## src/design/ssr_defines.svh

```systemverilog
`ifndef SSR_DEFINES_SVH
`define SSR_DEFINES_SVH

// register width and bit positions
`define SSR_WIDTH 16
`define SSR_TOP_BIT 15
`define SSR_PRIOR_BIT 14

// reset values
`define SSR_SHIFT_RESET 16'h0000
`define SSR_STORE_RESET 16'h0000
`define SSR_CLEARED 16'h0000

// pin synchroniser depth (first flop, second flop, third flop)
`define SSR_SYNC_STAGES 3

// pin levels held during reset: select and store-clear idle high, the rest low
`define SSR_PIN_RESET_LEVEL 6'h11

`endif

```

## src/design/ssr_pkg.sv

```systemverilog
package ssr_pkg;

    // outside pins sampled by the block, bit order fixed by the packing
    typedef struct packed {
        logic serialIn;
        logic csN;
        logic readNotWrite;
        logic shiftClock;
        logic modeOrStoreClock;
        logic storeClearN;
    } ssr_pins_s;

    localparam int SSR_PIN_COUNT = $bits(ssr_pins_s);

endpackage

```

## src/design/ssr_pin_sync.sv

```systemverilog
`include "ssr_defines.svh"

module ssr_pin_sync
#(
    parameter int WIDTH = 6,
    parameter logic [WIDTH-1:0] RESET_LEVEL = '0
)
(
    input wire logic clk,
    input wire logic srst,
    input wire logic [WIDTH-1:0] raw,
    output logic [WIDTH-1:0] level,
    output logic [WIDTH-1:0] rise,
    output logic [WIDTH-1:0] fall
);
    logic [WIDTH-1:0] stage1_q;
    logic [WIDTH-1:0] stage2_q;
    logic [WIDTH-1:0] stage3_q;
    logic [WIDTH-1:0] level_q;
    logic [WIDTH-1:0] agree;
    logic [WIDTH-1:0] level_d;

    genvar i;
    generate
        for (i = 0; i < WIDTH; i++)
        begin : g_bit
            // a change is taken only once the second and third flops agree
            assign agree[i] = ~(stage2_q[i] ^ stage3_q[i]);
            assign level_d[i] = agree[i] ? stage3_q[i] : level_q[i];
            assign rise[i] = level_d[i] & ~level_q[i];
            assign fall[i] = ~level_d[i] & level_q[i];
        end
    endgenerate

    assign level = level_q;

    always_ff @(posedge clk)
    begin
        if (srst)
        begin
            stage1_q <= RESET_LEVEL;
            stage2_q <= RESET_LEVEL;
            stage3_q <= RESET_LEVEL;
            level_q <= RESET_LEVEL;
        end
        else
        begin
            stage1_q <= raw;
            stage2_q <= stage1_q;
            stage3_q <= stage2_q;
            level_q <= level_d;
        end
    end
endmodule

```

## src/design/ssr_shift_storage.sv

```systemverilog
// How it works
// RULE1: shift register and storage register, both sixteen bits wide.
// RULE2: one three-state serial pin both takes in and reads out shift data.
// RULE3: store-clear low forces the storage register to zero, no clock edge needed.
// RULE4: store-clear works even while the chip is deselected.
// RULE5: deselected chip ignores both clocks and floats the serial pin.
// RULE6: store-clock rise, selected, write, clear high: storage captures shift register.
// RULE7: shift-clock fall, selected, read, mode high: shift register reloads from storage.
// RULE8: after reload pin shows old storage top bit; under clear zeros load.
// RULE9: read mode shift-clock fall shifts; pin then drives old bit fourteen.
// RULE10: selected in read, the pin drives the shift register top bit.
// RULE11: write mode floats the pin and shifts in its level on each fall.
// RULE12: controller keeps shift clock low while releasing chip select.
// RULE13: controller keeps store clock low while asserting chip select.
// RULE14: each shift enters bit zero and moves every bit toward bit fifteen.
// RULE15: parallel outputs always mirror storage, whatever chip select does.
`include "ssr_defines.svh"

module ssr_shift_storage
#(
    parameter int WIDTH = `SSR_WIDTH
)
(
    input wire logic clk,
    input wire logic srst,
    input wire logic csN,
    input wire logic readNotWrite,
    input wire logic shiftClock,
    input wire logic modeOrStoreClock,
    input wire logic storeClearN,
    input wire logic serialIoIn,
    output logic serialIoOut,
    output logic serialIoOeN,
    output logic [WIDTH-1:0] storageOutputs
);
    import ssr_pkg::*;

    ssr_pins_s pinRaw;
    ssr_pins_s pinLvl;
    ssr_pins_s pinRise;
    ssr_pins_s pinFall;
    logic [WIDTH-1:0] shift_q; // see RULE1
    logic [WIDTH-1:0] shift_d;
    logic [WIDTH-1:0] storage_q; // see RULE1
    logic [WIDTH-1:0] storage_d;
    logic [WIDTH-1:0] shiftedIn;
    logic [WIDTH-1:0] reloadValue;
    logic selected;
    logic readMode;
    logic shiftFall;
    logic writeShift;
    logic readShift;
    logic reload;
    logic storeRise;
    logic clearActive;

    assign pinRaw.serialIn = serialIoIn;
    assign pinRaw.csN = csN;
    assign pinRaw.readNotWrite = readNotWrite;
    assign pinRaw.shiftClock = shiftClock;
    assign pinRaw.modeOrStoreClock = modeOrStoreClock;
    assign pinRaw.storeClearN = storeClearN;

    // every pin is asynchronous to clk, so all of them share one synchroniser
    ssr_pin_sync #(
        .WIDTH(SSR_PIN_COUNT),
        .RESET_LEVEL(SSR_PIN_COUNT'(`SSR_PIN_RESET_LEVEL))
    ) u_pin_sync (
        .clk(clk),
        .srst(srst),
        .raw(pinRaw),
        .level(pinLvl),
        .rise(pinRise),
        .fall(pinFall)
    );

    assign selected = ~pinLvl.csN; // see RULE5
    assign clearActive = ~pinLvl.storeClearN; // see RULE4
    assign readMode = selected & pinLvl.readNotWrite;
    assign shiftFall = selected & pinFall.shiftClock; // see RULE5
    assign writeShift = shiftFall & ~pinLvl.readNotWrite; // see RULE11
    assign readShift = shiftFall & pinLvl.readNotWrite & ~pinLvl.modeOrStoreClock; // see RULE9
    assign reload = shiftFall & pinLvl.readNotWrite & pinLvl.modeOrStoreClock; // see RULE7
    // the store clock is only honoured in write mode; a rise during read is mode, not store
    assign storeRise = selected & pinRise.modeOrStoreClock & ~pinLvl.readNotWrite
        & pinLvl.storeClearN; // see RULE6

    // bit zero takes the new bit; read mode recirculates the top bit so the word survives
    assign shiftedIn = {shift_q[WIDTH-2:0],
        (writeShift ? pinLvl.serialIn : shift_q[WIDTH-1])}; // see RULE14
    assign reloadValue = clearActive ? `SSR_CLEARED : storage_q; // see RULE8

    always_comb
    begin
        shift_d = shift_q;
        if (reload)
        begin
            shift_d = reloadValue; // see RULE7
        end
        else if (writeShift || readShift)
        begin
            shift_d = shiftedIn; // see RULE9
        end
    end

    // clear beats capture; it is a level so it holds storage empty while low
    assign storage_d = clearActive ? `SSR_CLEARED : (storeRise ? shift_q : storage_q); // see RULE3

    always_ff @(posedge clk)
    begin
        if (srst)
        begin
            shift_q <= `SSR_SHIFT_RESET;
            storage_q <= `SSR_STORE_RESET;
        end
        else
        begin
            shift_q <= shift_d;
            storage_q <= storage_d;
        end
    end

    // pin is driven only in read mode; the output is the top flop itself
    assign serialIoOut = shift_q[WIDTH-1]; // see RULE10
    assign serialIoOeN = ~readMode; // see RULE2
    assign storageOutputs = storage_q; // see RULE15
endmodule

```

## config.mk

```make
export PLATFORM = sky130hd
export DESIGN_NAME = ssr_shift_storage
export DESIGN_NICKNAME = d
export VERILOG_FILES = /design/src/design/ssr_pkg.sv /design/src/design/ssr_pin_sync.sv /design/src/design/ssr_shift_storage.sv
export VERILOG_INCLUDE_DIRS = /design/src /design/src/design
export SDC_FILE = /design/constraint.sdc
export NUM_CORES = 1
export LEC_CHECK = 0
export BUFFER_PORTS_ARGS = -buffer_cell sky130_fd_sc_hd__buf_2
export CAP_MARGIN = 20
export CORE_ASPECT_RATIO = 0.6
export CORE_MARGIN = 1
export CORE_UTILIZATION = 50
export CTS_BUF_LIST = sky130_fd_sc_hd__clkbuf_4 sky130_fd_sc_hd__clkbuf_8
export CTS_CLUSTER_SIZE = 16
export DETAILED_ROUTE_END_ITERATION = 6
export PLACE_DENSITY = 0.66
export SETUP_SLACK_MARGIN = 0.2
export SYNTH_ARGS = -nofsm -noshare
export SYNTH_HDL_FRONTEND = slang
export SYNTH_SLANG_ARGS = --single-unit
```

## constraint.sdc

```tcl
create_clock -name clk -period 1.9 [get_ports clk]
set_clock_uncertainty 0.15 [all_clocks]
set_input_delay 0.285 -clock clk [delete_from_list [all_inputs] [get_ports clk]]
set_output_delay 0.285 -clock clk [all_outputs]
set_load 0.01 [all_outputs]
```

* Word-level counts from Yosys, hierarchy flattened *
Cells that the tools add are included.

word-level totals
  register bits after elaboration = 56
  input bits = 8
  output and inout bits = 18
  word-level logic and storage cells = 42

cells by class
  mux-type cells = 6
  bitwise operators = 23
  reductions and logical operators = 3

operators by type and width
  cell                number
  16-bit 2-to-1 mux   3
  1-bit bitwise AND   11
  1-bit inverter      6
  1-bit bitwise XOR   6
  1-bit 2-to-1 mux    3
  2-bit nonzero test  1
  2-bit OR reduction  1
  1-bit logical OR    1

* Longest topological paths before layout *
  depth after elaboration = 10
  mapped depth = 6
  gate-level depth less buffers = 3

* Cells and area by module *
From an unflattened synthesis, not the netlist that was laid out.

second synthesis, totals
  cells, all modules = 250
  area, all modules = 2243.4 um^2

modules (own cells, without submodules)
  module             instances  cells an instance  area an instance (um^2)  sequential area each (um^2)
  ssr_shift_storage  1          170                1446.4                   640.6
  ssr_pin_sync       1          80                 797.0                    480.5

* Least setup slack after synthesis *
OpenSTA, ideal clock, no wires.

  path kind = flip-flop to flip-flop
  from = reg u_pin_sync.level_q[4] (netlist: u_pin_sync.level[4])
  to = reg shift_q[6]
  library setup time = 0.132 ns
  arrival = 1.391 ns
  setup slack = 0.227 ns
  stages on the path, launching flop included = 6
  period minus slack after synthesis = 1.673 ns
  path through = dfxtp_1 > or4b_1 > clkbuf_2 > buf_6 > a221oi_1 > nor3_1

between the ends
  longest elaborated chain between the ends = 6

RTL lines
  element                              RTL line                                          source
  start, declared                      ssr_pin_sync.sv:19                                logic [WIDTH-1:0] level_q;
  start signal, assigned               ssr_pin_sync.sv:51                                level_q <= level_d;
  1-bit inverter (*)                   --
  1-bit bitwise AND (*)                ssr_shift_storage.sv:80                           assign shiftFall = selected & pinFall.shiftClock;
  1-bit bitwise AND                    ssr_shift_storage.sv:82, ssr_shift_storage.sv:83
  1-bit bitwise AND                    ssr_shift_storage.sv:82                           assign readShift = shiftFall & pinLvl.readNotWrite & ~pinLvl.modeOrStoreClock;
  1-bit logical OR                     ssr_shift_storage.sv:100                          else if (writeShift || readShift)
  2-bit nonzero test (no source line)  --
  end signal, assigned                 ssr_shift_storage.sv:113                          shift_q <= `SSR_SHIFT_RESET;
  end signal, assigned                 ssr_shift_storage.sv:118                          shift_q <= shift_d;
  end, declared                        ssr_shift_storage.sv:42                           logic [WIDTH-1:0] shift_q;

Every way passes the cells marked *; elsewhere a longest branch is shown, timed or not.
A chain may end at the register's enable or synchronous reset.

* Worst setup path after layout *
  from = reg u_pin_sync.level_q[4] (netlist: u_pin_sync.level[4])
  to = reg shift_q[15]

Same word-level chain as after synthesis.

==> qor.yml <==
synthesis:
  synthTopCellsByCount: "56 x dfxtp_1, 20 x o21ai_0, 18 x nor2_1, 17 x nand3_1, 15 x a21boi_0"
  syn-cell-area_um2: 2080
  avgSynthCellArea_um2: 9.43
  synth.area.top_cells: "dfxtp_1 54%, a221oi_1 5.9%, a21boi_0 5.4%"
  synthCells: 221
  yosysMostFrequentCell: "dfxtp_1"
  synth_top_cell_area_share_pct: 53.8
  synth-seq-cells: 56
  synth_flop_cell: "dfxtp_1"
  yosysWarnings: 0
  synth_nets: 229
  synth-edff-count: 0
  synth.distinct_cells: 27
  async_reset_ff_share_pct: 0
  synth_top_area_cell: "dfxtp_1"
  synth.yosys.seq_area_share_pct: 53.8
global_route:
  grt_pass1_wl_mm: 7.57
  antenna_found_initial: 0
  grt_max_degree: 42
  grt_use_total_pct: 22.6
  grt_pass1_vias: 1639
  grt_overflow_total: 0
setup_path:
  path_class: "reg2reg"
  reg2reg_slack_ps: 190
  cp_max_fo: 16
  reg2reg_depth: 4
  critPathRequiredTime_ps: 1930
  arrival_ps: 1730
  r2r_start: "u_pin_sync.level[4]$_SDFFE_PP1N_"
  critPathCaptureType: "register"
  critPathLaunchType: "register"
  worstReg2RegEnd: "shift_q[15]$_SDFFE_PP0P_"
sta:
  rsz0062_at_grt: "yes"
  worst_pin_slew_ps: 585
  finalSetupViolCount: 0
  fmax_mhz: 586
  maxSlewViolCount: 0
  final.setup.tns_ps: 0
  worst_hold_slack_ps: 37.6
  maxSlewHeadroom_pct: 60.8
  fin_crit_sh_pct: 89.7
  period_minus_slack_ps: 1710
  finalHoldViolCount: 0
place:
  numPortBuffers: 25
  hpwl_mm: 2.84
  gp_congestion: 0.719
clock_tree:
  clock_sinks: 56
  post_cts_buffers: 0
  cts.path.max_buffers: 2
  h-tree-depth: 2
  insertion_delay_ps: 300
  cts-root-buf: "clkbuf_8"
  cts_buffers: 5
  clk_pin_slew_ps: 90
  cts_tree: "done"
min_path:
  min_to: "u_pin_sync.stage1_q[1]$_SDFF_PP0_"
  hp-class: "in2reg"
  hold_depth: 2
  min-delay-start: "modeOrStoreClock"
final_layout:
  layout.nets: 250
  utilization_pct: 62.9
  diodes: 0
  area_delta_synth_final_pct: 15.6
  drive_gt1_share_pct: 24.7
flow_run:
  maxCapViolations: 0
detailed_routing:
  vias: 1725
  vias_per_cell: 5.95
  wl_per_cell_um: 15.7
  drtAntennaViolNets: 0
  drtPass1Iterations: 4
  drt-initial-drc-count: 88
  drc: 0
  wl_mm: 4.55
floorplan:
  io_pins: 26
  row_count: 17
  start_util_pct: 54.4
  die_h_um: 52
  core_um2: 3830
  die_area_um2: 4440
  die_width_um: 85.3
power:
  p_leak_nw: 0.920
  max-vdd-ir-drop_mv: 0.485
  p_per_area_nw_per_um2: 803
outcome:
  outcome: "complete, no violations"
[per-stage QoR]
| step | instance area, um2 | power (mW) | setup WS [ps] | cells |
|---|---|---|---|---|
| after floorplan | 2080 | 1.26 | 227 | 221 |
| after global placement | 2230 | 1.28 | 152 | 280 |
| after detailed placement | 2230 | 1.28 | 140 | 280 |
| after CTS | 2360 | 1.95 | 208 | 290 |
| after global routing | 2410 | 2.01 | 172 | 290 |
| final | 2410 | 1.93 | 195 | 290 |
[layer usage]
metal  GRT usage [%]  vias to the layer above  part of all wire (%)
li1                -                      832                     -
met1            29.5                      829                    45
met2            37.6                       60                    47
met3            4.92                        4                   7.1
met4            8.06                        0                  0.95
met5               0                        -                     0
[flip-flops by register name (all words and copies together) (netlist names)]
register             count
shift_q                 16
storageOutputs          16
u_pin_sync.level         6
u_pin_sync.stage1_q      6
u_pin_sync.stage2_q      6
u_pin_sync.stage3_q      6
[report_power, final]
part / internal (mW) / switching (mW)
sequential: 1.19 / 0.00838
combinational: 0.0267 / 0.0312
clock: 0.327 / 0.351
[cell usage in the layout (no fill, tap or decap), types with 7 or more instances in the layout]
cell type / n
a21boi_0: 15
a221oi_1: 7
a221oi_2: 7
buf_2: 25
dfxtp_1: 55
nand3_1: 17
nor2_1: 18
nor2b_1: 13
nor3_1: 14
o21ai_0: 20
[repair_timing]
item                                    CTS  global route
endpoints found under the setup margin   18            14
hold buffers                              2             0
pin swaps                                 0             0
resized for setup                         4            10
endpoints found under the hold margin     2             0
[critical path, cell delays in order, from the launching register on]
cell and delay (ps):
dfxtp_2 370, or4b_4 550, buf_8 180, a221oi_1 230, nor3_1 90
[cell families after synthesis]
group                  after synthesis  share of synthesized area (%)
AO/OA/AOI/OAI                       60                           19.8
buffers and inverters               19                           4.08
flip-flops                          56                           53.8
AND/OR/NAND/NOR                     86                           22.3
[worst max path at each step]
stage                                           from                        to  slack (ps)  cells after the start
global placement    u_pin_sync.level[4]$_SDFFE_PP1N_   shift_q[9]$_SDFFE_PP0P_         150                      4
floorplan           u_pin_sync.level[4]$_SDFFE_PP1N_   shift_q[6]$_SDFFE_PP0P_         230                      5
CTS                 u_pin_sync.level[3]$_SDFFE_PP0N_  shift_q[15]$_SDFFE_PP0P_         210                      3
finish              u_pin_sync.level[4]$_SDFFE_PP1N_  shift_q[15]$_SDFFE_PP0P_         190                      4
detailed placement  u_pin_sync.level[4]$_SDFFE_PP1N_   shift_q[9]$_SDFFE_PP0P_         140                      4
global route        u_pin_sync.level[3]$_SDFFE_PP0N_   shift_q[9]$_SDFFE_PP0P_         170                      3
[cell type report]
cell class                 instances  area (um2)
multi-input combinational        146         931
sequential                        56        1120
timing repair buffer              33         198
fill                             326        1420
tap                               47        58.8
clock buffer                       8        97.6
Power figures use the tool's default switching activity.
